### src/include/tsc_pkg.sv
package tsc_pkg;

  // ----------------------------------------------------------------
  // widths and depths
  // ----------------------------------------------------------------
  localparam int IR_W = 3;
  localparam int BSR_W = 8;
  localparam int ID_W = 32;
  localparam int FIFO_DEPTH = 8;

  // ----------------------------------------------------------------
  // instruction codes and fixed patterns
  // ----------------------------------------------------------------
  localparam logic [IR_W-1:0] IR_CAPTURE = 3'h4;
  localparam logic [IR_W-1:0] INS_EXTEST = 3'h0;
  localparam logic [IR_W-1:0] INS_IDCODE = 3'h1;
  localparam logic [IR_W-1:0] INS_SAMPLE = 3'h2;
  localparam logic [IR_W-1:0] INS_BYPASS = 3'h7;
  // arbitrary identification value
  localparam logic [ID_W-1:0] ID_DEFAULT = 32'h1234_5001;

  // ----------------------------------------------------------------
  // counts and reset values
  // ----------------------------------------------------------------
  localparam logic [2:0] TLR_ONES = 3'h5;
  localparam logic [2:0] ONES_RESET = 3'h0;
  localparam logic [BSR_W-1:0] BSR_RESET = 8'h00;
  localparam logic [ID_W-1:0] ID_SHIFT_RESET = 32'h0000_0000;

  // ----------------------------------------------------------------
  // types
  // ----------------------------------------------------------------
  typedef enum logic [3:0] {
    TS_RESET = 4'h0,
    TS_IDLE  = 4'h1,
    TS_SELDR = 4'h2,
    TS_CAPDR = 4'h3,
    TS_SHDR  = 4'h4,
    TS_EX1DR = 4'h5,
    TS_PAUDR = 4'h6,
    TS_EX2DR = 4'h7,
    TS_UPDDR = 4'h8,
    TS_SELIR = 4'h9,
    TS_CAPIR = 4'ha,
    TS_SHIR  = 4'hb,
    TS_EX1IR = 4'hc,
    TS_PAUIR = 4'hd,
    TS_EX2IR = 4'he,
    TS_UPDIR = 4'hf
  } tsc_state_e;

  typedef struct packed {
    logic tck;
    logic tms;
    logic tdi;
  } tsc_pins_s;

  localparam tsc_pins_s PINS_RESET = '{tck: 1'b0, tms: 1'b1, tdi: 1'b1};

endpackage

### src/verilog/tsc_fifo.sv
`timescale 1ns/1ps
module tsc_fifo #(
  parameter int WIDTH = 8,
  parameter int DEPTH = 8
) (
  input wire logic clk,
  input wire logic rst,
  input wire logic inValid,
  input wire logic [WIDTH-1:0] inData,
  output logic inReady,
  output logic outValid,
  output logic [WIDTH-1:0] outData,
  input wire logic outReady
);

  localparam int PW = $clog2(DEPTH);
  localparam int CW = $clog2(DEPTH + 1);
  localparam logic [CW-1:0] FULL_CNT = CW'(DEPTH);
  localparam logic [PW-1:0] LAST_PTR = PW'(DEPTH - 1);

  logic [WIDTH-1:0] mem [DEPTH];
  logic [PW-1:0] wrPtr_q;
  logic [PW-1:0] rdPtr_q;
  logic [CW-1:0] cnt_q;
  logic [CW-1:0] cnt_d;
  logic inReady_q;
  logic outValid_q;
  logic [WIDTH-1:0] outData_q;
  logic push;
  logic pop;

  // output stage counts as one extra slot beyond the memory
  assign push = inValid && inReady_q;
  assign pop = (cnt_q != '0) && (!outValid_q || outReady);

  always_comb begin
    cnt_d = cnt_q;
    if (push && !pop) begin
      cnt_d = cnt_q + CW'(1);
    end else if (pop && !push) begin
      cnt_d = cnt_q - CW'(1);
    end
  end

  always_ff @(posedge clk) begin
    if (push) begin
      mem[wrPtr_q] <= inData;
    end
  end

  always_ff @(posedge clk or posedge rst) begin
    if (rst) begin
      wrPtr_q <= '0;
      rdPtr_q <= '0;
      cnt_q <= '0;
      inReady_q <= 1'b1;
    end else begin
      if (push) begin
        wrPtr_q <= (wrPtr_q == LAST_PTR) ? '0 : wrPtr_q + PW'(1);
      end
      if (pop) begin
        rdPtr_q <= (rdPtr_q == LAST_PTR) ? '0 : rdPtr_q + PW'(1);
      end
      cnt_q <= cnt_d;
      inReady_q <= (cnt_d != FULL_CNT);
    end
  end

  always_ff @(posedge clk or posedge rst) begin
    if (rst) begin
      outValid_q <= 1'b0;
      outData_q <= '0;
    end else if (pop) begin
      outValid_q <= 1'b1;
      outData_q <= mem[rdPtr_q];
    end else if (outReady) begin
      outValid_q <= 1'b0;
    end
  end

  assign inReady = inReady_q;
  assign outValid = outValid_q;
  assign outData = outData_q;

endmodule

### src/verilog/tsc_tap_ctrl.sv
`timescale 1ns/1ps
module tsc_tap_ctrl
  import tsc_pkg::*;
#(
  parameter logic [ID_W-1:0] IDCODE_VALUE = ID_DEFAULT
) (
  input wire logic ref_clk,
  input wire logic rst,
  input wire logic tckPin,
  input wire logic tmsPin,
  input wire logic tdiPin,
  input wire logic [BSR_W-1:0] pinIn,
  input wire logic updReadyIn,
  output logic tdoOut,
  output logic tdoOe,
  output logic [BSR_W-1:0] bsrOut,
  output logic extestEn,
  output tsc_state_e tapState,
  output logic [IR_W-1:0] irCurrent,
  output logic updReady,
  output logic updValid,
  output logic [BSR_W-1:0] updData
);

  // ----------------------------------------------------------------
  // helpers
  // ----------------------------------------------------------------
  function automatic logic isBsrIns(input logic [IR_W-1:0] ins);
    isBsrIns = (ins == INS_EXTEST) || (ins == INS_SAMPLE);
  endfunction

  function automatic logic isShift(input tsc_state_e st);
    isShift = (st == TS_SHDR) || (st == TS_SHIR);
  endfunction

  // ----------------------------------------------------------------
  // pin sampling
  // ----------------------------------------------------------------
  // tck is just another pin here; 160 ns period gives 8 clocks per
  // tck cycle, so edges are seen about three clocks late
  tsc_pins_s sync1_q;
  tsc_pins_s sync2_q;
  tsc_pins_s sync3_q;
  tsc_pins_s filt_q;
  tsc_pins_s filt_d;
  logic tckRise;
  logic tckFall;
  logic tmsNow;
  logic tdiNow;

  always_ff @(posedge ref_clk or posedge rst) begin
    if (rst) begin
      sync1_q <= PINS_RESET;
      sync2_q <= PINS_RESET;
      sync3_q <= PINS_RESET;
      filt_q <= PINS_RESET;
    end else begin
      sync1_q <= '{tck: tckPin, tms: tmsPin, tdi: tdiPin};
      sync2_q <= sync1_q;
      sync3_q <= sync2_q;
      filt_q <= filt_d;
    end
  end

  // a change counts once the second and third stages agree
  always_comb begin
    filt_d = filt_q;
    if (sync2_q.tck == sync3_q.tck) begin
      filt_d.tck = sync3_q.tck;
    end
    if (sync2_q.tms == sync3_q.tms) begin
      filt_d.tms = sync3_q.tms;
    end
    if (sync2_q.tdi == sync3_q.tdi) begin
      filt_d.tdi = sync3_q.tdi;
    end
  end

  assign tckRise = filt_d.tck && !filt_q.tck;
  assign tckFall = !filt_d.tck && filt_q.tck;
  assign tmsNow = filt_d.tms;
  assign tdiNow = filt_d.tdi;

  // ----------------------------------------------------------------
  // state machine
  // ----------------------------------------------------------------
  tsc_state_e state_q;
  tsc_state_e state_d;

  always_comb begin
    state_d = state_q;
    case (state_q)
      TS_RESET: state_d = tmsNow ? TS_RESET : TS_IDLE;
      TS_IDLE: state_d = tmsNow ? TS_SELDR : TS_IDLE;
      TS_SELDR: state_d = tmsNow ? TS_SELIR : TS_CAPDR;
      TS_CAPDR: state_d = tmsNow ? TS_EX1DR : TS_SHDR;
      TS_SHDR: state_d = tmsNow ? TS_EX1DR : TS_SHDR;
      TS_EX1DR: state_d = tmsNow ? TS_UPDDR : TS_PAUDR;
      TS_PAUDR: state_d = tmsNow ? TS_EX2DR : TS_PAUDR;
      TS_EX2DR: state_d = tmsNow ? TS_UPDDR : TS_SHDR;
      TS_UPDDR: state_d = tmsNow ? TS_SELDR : TS_IDLE;
      TS_SELIR: state_d = tmsNow ? TS_RESET : TS_CAPIR;
      TS_CAPIR: state_d = tmsNow ? TS_EX1IR : TS_SHIR;
      TS_SHIR: state_d = tmsNow ? TS_EX1IR : TS_SHIR;
      TS_EX1IR: state_d = tmsNow ? TS_UPDIR : TS_PAUIR;
      TS_PAUIR: state_d = tmsNow ? TS_EX2IR : TS_PAUIR;
      TS_EX2IR: state_d = tmsNow ? TS_UPDIR : TS_SHIR;
      TS_UPDIR: state_d = tmsNow ? TS_SELDR : TS_IDLE;
      default: state_d = TS_RESET;
    endcase
  end

  // async reset puts the machine in reset with no tck activity
  always_ff @(posedge ref_clk or posedge rst) begin
    if (rst) begin
      state_q <= TS_RESET;
    end else if (tckRise) begin
      state_q <= state_d;
    end
  end

  // ----------------------------------------------------------------
  // instruction register
  // ----------------------------------------------------------------
  logic [IR_W-1:0] irShift_q;
  logic [IR_W-1:0] irCur_q;

  always_ff @(posedge ref_clk or posedge rst) begin
    if (rst) begin
      irShift_q <= IR_CAPTURE;
    end else if (tckRise) begin
      if (state_q == TS_CAPIR) begin
        irShift_q <= IR_CAPTURE;
      end else if (state_q == TS_SHIR) begin
        irShift_q <= {tdiNow, irShift_q[IR_W-1:1]};
      end
    end
  end

  always_ff @(posedge ref_clk or posedge rst) begin
    if (rst) begin
      irCur_q <= INS_IDCODE;
    end else if (state_q == TS_RESET) begin
      irCur_q <= INS_IDCODE;
    end else if (tckFall && state_q == TS_UPDIR) begin
      irCur_q <= irShift_q;
    end
  end

  // ----------------------------------------------------------------
  // data registers
  // ----------------------------------------------------------------
  // only capture and shift states touch these, so idle, pause and
  // exit states hold them
  logic bypass_q;
  logic [ID_W-1:0] idShift_q;
  logic [BSR_W-1:0] bsrShift_q;
  logic [BSR_W-1:0] bsrOut_q;
  logic drCapture;
  logic drShift;

  assign drCapture = tckRise && (state_q == TS_CAPDR);
  assign drShift = tckRise && (state_q == TS_SHDR);

  always_ff @(posedge ref_clk or posedge rst) begin
    if (rst) begin
      bypass_q <= 1'b0;
      idShift_q <= ID_SHIFT_RESET;
      bsrShift_q <= BSR_RESET;
    end else if (isBsrIns(irCur_q)) begin
      if (drCapture) begin
        bsrShift_q <= pinIn;
      end else if (drShift) begin
        bsrShift_q <= {tdiNow, bsrShift_q[BSR_W-1:1]};
      end
    end else if (irCur_q == INS_IDCODE) begin
      if (drCapture) begin
        idShift_q <= IDCODE_VALUE;
      end else if (drShift) begin
        idShift_q <= {tdiNow, idShift_q[ID_W-1:1]};
      end
    end else if (drShift) begin
      bypass_q <= tdiNow;
    end
  end

  // the latched output moves only on the falling edge in Update-DR
  logic bsrLatch;
  assign bsrLatch = tckFall && (state_q == TS_UPDDR) && isBsrIns(irCur_q);

  always_ff @(posedge ref_clk or posedge rst) begin
    if (rst) begin
      bsrOut_q <= BSR_RESET;
    end else if (bsrLatch) begin
      bsrOut_q <= bsrShift_q;
    end
  end

  // test logic only takes the pins under EXTEST, never after reset
  logic extestEn_q;

  always_ff @(posedge ref_clk or posedge rst) begin
    if (rst) begin
      extestEn_q <= 1'b0;
    end else begin
      extestEn_q <= (irCur_q == INS_EXTEST);
    end
  end

  // ----------------------------------------------------------------
  // serial output
  // ----------------------------------------------------------------
  logic tdoOut_q;
  logic tdoOe_q;
  logic tdoSel;

  always_comb begin
    if (state_q == TS_SHIR) begin
      tdoSel = irShift_q[0];
    end else if (isBsrIns(irCur_q)) begin
      tdoSel = bsrShift_q[0];
    end else if (irCur_q == INS_IDCODE) begin
      tdoSel = idShift_q[0];
    end else begin
      tdoSel = bypass_q;
    end
  end

  always_ff @(posedge ref_clk or posedge rst) begin
    if (rst) begin
      tdoOut_q <= 1'b0;
      tdoOe_q <= 1'b0;
    end else if (state_q == TS_RESET) begin
      tdoOe_q <= 1'b0;
    end else if (tckFall) begin
      tdoOut_q <= tdoSel;
      tdoOe_q <= isShift(state_q);
    end
  end

  // ----------------------------------------------------------------
  // update stream toward the core
  // ----------------------------------------------------------------
  // the tester cannot be stalled; a word arriving while full is lost
  // and updReady shows that state to the core side
  tsc_fifo #(
    .WIDTH(BSR_W),
    .DEPTH(FIFO_DEPTH)
  ) u_fifo (
    .clk(ref_clk),
    .rst(rst),
    .inValid(bsrLatch),
    .inData(bsrShift_q),
    .inReady(updReady),
    .outValid(updValid),
    .outData(updData),
    .outReady(updReadyIn)
  );

  assign tdoOut = tdoOut_q;
  assign tdoOe = tdoOe_q;
  assign bsrOut = bsrOut_q;
  assign extestEn = extestEn_q;
  assign tapState = state_q;
  assign irCurrent = irCur_q;

  // ----------------------------------------------------------------
  // checks
  // ----------------------------------------------------------------
  logic [2:0] ones_q;

  always_ff @(posedge ref_clk or posedge rst) begin
    if (rst) begin
      ones_q <= ONES_RESET;
    end else if (tckRise) begin
      if (!tmsNow) begin
        ones_q <= ONES_RESET;
      end else if (ones_q != TLR_ONES) begin
        ones_q <= ones_q + 3'h1;
      end
    end
  end
endmodule

### config.mk
export PLATFORM = sky130hd
export DESIGN_NAME = tsc_tap_ctrl
export DESIGN_NICKNAME = d
export VERILOG_FILES = /design/src/include/tsc_pkg.sv /design/src/verilog/tsc_fifo.sv /design/src/verilog/tsc_tap_ctrl.sv
export SDC_FILE = /design/constraint.sdc
export NUM_CORES = 1
export LEC_CHECK = 0
export BUFFER_PORTS_ARGS = -buffer_cell sky130_fd_sc_hd__buf_2
export CORE_MARGIN = 1
export CORE_UTILIZATION = 60
export CTS_BUF_LIST = sky130_fd_sc_hd__clkbuf_16
export DETAILED_ROUTE_END_ITERATION = 7
export GPL_TIMING_DRIVEN = 0
export PLACE_DENSITY_LB_ADDON = 0.3
export RECOVER_POWER = 50
export SKIP_LAST_GASP = 1
export SYNTH_ARGS = -nofsm -noshare
export SYNTH_HDL_FRONTEND = slang
export SYNTH_SLANG_ARGS = --single-unit
### constraint.sdc
create_clock -name ref_clk -period 3.5 [get_ports ref_clk]
set_input_delay 0.35 -clock ref_clk [delete_from_list [all_inputs] [get_ports ref_clk]]
set_output_delay 0.35 -clock ref_clk [all_outputs]
set_load 0.05 [all_outputs]
# Yosys cells after proc, flatten, opt, wreduce, memory -nomap -nowiden

Memories as Yosys holds them, arrays and structs flattened. A register that Yosys moved wholly into a read port is not among the register bits.
Cells that the tools add are included.

Flip-flop bits (word level): 86
Memory bits (writable): 64
Bits of input ports: 14
Output and inout bits: 28
Logic and storage cells: 130
Memories kept: 1

Add/subtract/negate cells: 4
Equal/unequal tests: 23
Mux-type cells: 37
Bitwise logic cells: 3
Reductions and logical operators: 35

Memories:

| memory     | depth | width | rd ports | clocked after memory_dff | wr ports | RTL line       | RTL |
|---|---|---|---|---|---|---|---|
| u_fifo.mem | 8     | 8     | 1        | 1                        | 1        | tsc_fifo.sv:21 | `logic [WIDTH-1:0] mem [DEPTH];` |

Operators with widths:

| operator                                             | count |
|---|---|
| 2-to-1 mux 32 bit                                    | 2 |
| case mux 4 bit (12 select lines)                     | 1 |
| equality test 4 bit (second input constant)          | 8 |
| 2-to-1 mux 3 bit                                     | 8 |
| 2-to-1 mux 4 bit                                     | 6 |
| equality test 4 x 3 -> 1 bit (second input constant) | 4 |
| 2-to-1 mux 8 bit                                     | 2 |
| 2-to-1 mux 1 bit                                     | 15 |
| logical AND 1 bit                                    | 11 |
| nonzero test 2 bit                                   | 5 |
| equality test 4 x 2 -> 1 bit (second input constant) | 2 |
| adder 3 x 1 -> 3 bit (second input constant)         | 2 |
| equality test 3 bit (second input constant)          | 2 |
| 2-to-1 mux 2 bit                                     | 3 |
| AND reduction 2 bit                                  | 3 |
| AND reduction 3 bit                                  | 2 |
| logical NOT 1 bit                                    | 5 |
| adder 4 x 1 -> 4 bit (second input constant)         | 1 |
| equality test 4 x 1 -> 1 bit (second input constant) | 1 |
| logical NOT 4 bit                                    | 1 |
| inequality test 4 bit (second input constant)        | 1 |
| nonzero test 4 bit                                   | 1 |
| OR reduction 2 bit                                   | 2 |
| subtractor 4 x 1 -> 4 bit (second input constant)    | 1 |
| 7 further kinds                                      | 13 |

# Logic depth before layout (Yosys ltp)

Depth in word-level cells: 12
Gate-level depth with buffers: 8
Depth with buffers taken out: 7

# Hierarchy

From an unflattened synthesis, not the netlist that was laid out.

Cell total of the unflattened synthesis: 500
Area, all modules: 6573.8 um^2

Modules (own cells, without submodules):

| module       | times used | cells each | area each (um^2) | seq. area each (um^2) |
|---|---|---|---|---|
| tsc_fifo     | 1          | 186        | 3377.0           | 2423.6 |
| tsc_tap_ctrl | 1          | 314        | 3196.8           | 1864.3 |

# Least setup slack after synthesis

OpenSTA, ideal clock, no wires.

Path type: register -> register
Start: register state_q[3], in the netlist tapState[3]
End: memory u_fifo.mem[2][0], enable pin
Library setup time: 0.398 ns
Data arrival time: 2.513 ns
Data required time: 3.102 ns
Setup slack: 0.589 ns
Cell stages (with the launch flop): 5
Path buffers: 1
Clock period less this slack: 2.911 ns
Cell sequence: dfrtp_1 > clkbuf_1 > nor2b_1 > nand4_1 > nor4b_1

Cells in the longest elaborated chain, start to end: 6

Ends and longest elaborated chain:

| item                                   | RTL line            | RTL |
|---|---|---|
| start, declared                        | tsc_tap_ctrl.sv:87  | `tsc_state_e state_q;` |
| start signal, assigned                 | tsc_tap_ctrl.sv:118 | `state_q <= state_d;` |
| equality test 4 bit                    | tsc_tap_ctrl.sv:189 | `assign bsrLatch = tckFall && (state_q == TS_UPDDR) && isBsrIns(irCur_q);` |
| logical AND 1 bit (2 in series)        | tsc_tap_ctrl.sv:189 |  |
| logical AND 1 bit                      | tsc_fifo.sv:33      | `assign push = inValid && inReady_q;` |
| 2-to-1 mux 1 bit                       | tsc_fifo.sv:46      | `if (push) begin` |
| 2-to-1 mux 1 bit (implied by the code) | tsc_fifo.sv:47      | `mem[wrPtr_q] <= inData;` |
| end, declared                          | tsc_fifo.sv:21      |  |

No other way between the ends.

# Final worst setup path

Start: register state_q[3], in the netlist tapState[3]
End: memory u_fifo.mem[1][3], enable pin

The elaborated chain is that of the path after synthesis.

==> metrics.txt <==
number of flops mapped to enable cells by yosys=64; post-DR vias/cell=5.76; num ports=42; Detail Placement HPWL=approximately 8.5 mm; CTS sink count=158; largest net degree at the start of global routing=77; crit path to=u_fifo.mem[1][3]$_DFFE_PP_; Area Overhead vs Synth=15.2%; first-pass GRT wire length=20.8 mm; core area=10800 um^2; peak supply drop=0.472 mV; LEAKAGE=3.27 nW; Antenna diodes=0; Distinct cells, synth=50; fin crit share=0.917; WS Path Type=register to register; sequential fraction of the synthesis area=0.641; Arrival @ worst endpoint=~3300 ps; initial antenna violation count=0; 1st-iter DRT viols=262; Final Max Tran Viols=77; relative slew slack=-0.229; RSZ-0062 raised after global routing=false; layout cells sized above 1=0.268; Power Density=approximately 650 nW/um^2; Finished Cell Area=7710 um^2; fmax=0.311 GHz; Gate Count Post-Synth=slightly above 500; global route overflow=0; worst skew pair latency=430 ps; Area contributors post-synth=dfrtp_1 (31%), edfxtp_1 (29%), nand2_1 (5.9%); Synth Cell Area=between 6000 and 7000 um^2; R2R setup slack=290 ps; Yosys warning total=0; Async SR Flop Fraction=0.595; crit path max fanout=10; average cell area after synthesis=12.9 um^2; top cell type's share of synthesized area=0.310; Syn Nets=~540; slowest CP cell=nor3_1; GP Congestion=around 0.86; clk root buf=clkbuf_16; crit-path cells=clkbuf_1 -> nor2b_1 -> nand4_1 -> inv_1 -> nand2_1 -> nor3_1; H-tree levels=4; Starting Density=0.617; port bufs=41; Routed Wire Length=12.5 mm; RR Endpoint=u_fifo.mem[1][3]$_DFFE_PP_; floorplan row count=38; Final Setup Violations=0; Seq cells post-synth=158; # DRC=0; most frequent cell after synthesis=nand2_1; top cells by count, synth=nand2_1 (106), dfrtp_1 (83), edfxtp_1 (64), o21ai_0 (31), o21ai_2 (28); WP data required=3550 ps; worst-margin pin slew=1840 ps; CP Capture Type=register; worst r2r path cells=6; Worst Path Buf+Inv=2; first drt pass iteration count=5; Num CTS Buffers=17; GRT Overall Usage=0.243; worst r2r src=tapState[3]$_DFFE_PP0N_; Max-Cap Viols=1; main flop type after synthesis=dfrtp_1; CP Launch Type=register; violated checks=max-capacitance violations, max-slew violations; status=finished with violations; clock tree from TritonCTS=done; Die ar.=11600 um^2; worst min-delay path category=input pin to register; DRT antenna net count=0; final worst slack=between 200 and 300 ps; CP max stage delay=920 ps; CP top delay family=simple AND/OR/NAND/NOR gates; clock-pin slew on the worst setup and hold paths=60 ps; DP Worst Slack=217 ps; Layout Nets=602; DR WL/cell=about 17 um; Clock Path Buffers=2; vias=4228; Setup crit start=tapState[3]$_DFFE_PP0N_; die height=around 110 um; post-layout minimum cycle time=3210 ps; Clock Skew=10.6 ps; Crit. path cell count=6; Hold Fails Final Rpt=0; area of placed instances=slightly above 7000 um^2; Die X-Extent=108 um; number of global-route vias before repair=4227; largest area contributor in the synthesized netlist=dfrtp_1
==> cells in the final DEF, fill, tap and decap left out, types with 6 or more instances in the layout <==
| cell type | synthesis | layout |
|---|---|---|
| buf_2 | 3 | 43 |
| edfxtp_1 | 64 | 64 |
| clkbuf_1 | 16 | 17 |
| o21ai_2 | 28 | 28 |
| nand2_1 | 106 | 106 |
| inv_1 | 6 | 6 |
| nor2_1 | 25 | 25 |
| clkbuf_16 | 0 | 17 |
| nor3_1 | 6 | 6 |
| ha_1 | 7 | 7 |
| mux4_2 | 16 | 16 |
| o21ai_0 | 31 | 31 |
| mux2_2 | 12 | 12 |
| dfstp_2 | 11 | 9 |
| mux2i_1 | 18 | 18 |
| nand3_1 | 6 | 6 |
| buf_6 | 8 | 8 |
| a21oi_1 | 10 | 10 |
| dfrtp_1 | 83 | 83 |
==> metrics by stage <==
stage / hold WS, ps / util / TNS [ps] / std cells / power [mW]
detailed placement: 323 / 0.658 / 0 / 701 / 3.19
global route: 3.90 / 0.711 / 0 / 734 / 5.21
CTS: 5.72 / 0.713 / 0 / 734 / 5.01
floorplan: 331 / - / 0 / 518 / 2.95
global placement: 333 / 0.652 / -16740 / 699 / 3.13
finish: 21.9 / 0.711 / 0 / 734 / 4.98
==> layout make-up <==
type                            instances  area [um^2]
Multi-Input combinational cell        326         2240
Tap cell                              140          175
Buffer                                 28          169
Timing Repair Buffer                   44          226
Inverter                                6         23.8
Fill cell                             723         3130
Clock buffer                           17          425
Sequential cell                       158         4290
Clock inverter                         15          161
==> registers in the layout, indices dropped and copies added (netlist names), 3 cells and up <==
register and count:
u_fifo.cnt_q 4, bsrShift_q 8, idShift_q 32, sync3_q 3, sync2_q 3, u_fifo.mem 64
u_fifo.wrPtr_q 3, u_fifo.rdPtr_q 3, tapState 4, filt_q 3, irCurrent 3, u_fifo.outData 8
sync1_q 3, bsrOut 8, irShift_q 3
==> what timing repair did <==
| action | in CTS | in global routing |
|---|---|---|
| buffers inserted | 0 | 0 |
| endpoints found under the setup margin | 0 | 16 |
| hold buffers | 1 | 0 |
| hold endpoints to repair | 12 | 0 |
| resized for setup | 0 | 2 |
==> worst min path at each step <==
stage / startpoint / to / slack (ps) / cells after the start
6_report: tmsPin / sync1_q[1]$_DFF_PP1_ / 20 / 1
5_1_grt: tdiPin / sync1_q[0]$_DFF_PP1_ / 4 / 1
4_1_cts: tdiPin / sync1_q[0]$_DFF_PP1_ / 6 / 1
3_5_place_dp: rst / tapState[3]$_DFFE_PP0N_ / 320 / 2
3_3_place_gp: sync1_q[2]$_DFF_PP0_ / sync2_q[2]$_DFF_PP0_ / 330 / 0
2_1_floorplan: sync1_q[2]$_DFF_PP0_ / sync2_q[2]$_DFF_PP0_ / 330 / 0
==> metal layers <==
layer / GRT usage / vias up / share of wire
met4: 0.0930 / 0 / 0.014
met1: 0.301 / 2099 / 0.41
met3: 0.0660 / 19 / 0.046
met2: 0.408 / 110 / 0.53
li1: - / 2000 / -
met5: 0 / - / 0
==> cell families after synthesis <==
family | Yosys count | synth area share
mux | 46 | 0.101
simple gates | 178 | 0.121
fa+ha+maj | 10 | 0.0176
compound gates | 89 | 0.0869
flops | 158 | 0.641
buf+inv | 34 | 0.0286
xor+xnor | 3 | 0.00393
==> power breakdown <==
part           internal (mW)  switching (mW)  leakage, nW
Combinational          0.351           0.658         1.04
Sequential              2.05          0.0985         1.95
Clock                   1.06           0.764        0.284
(Power assumes the default switching activity.)
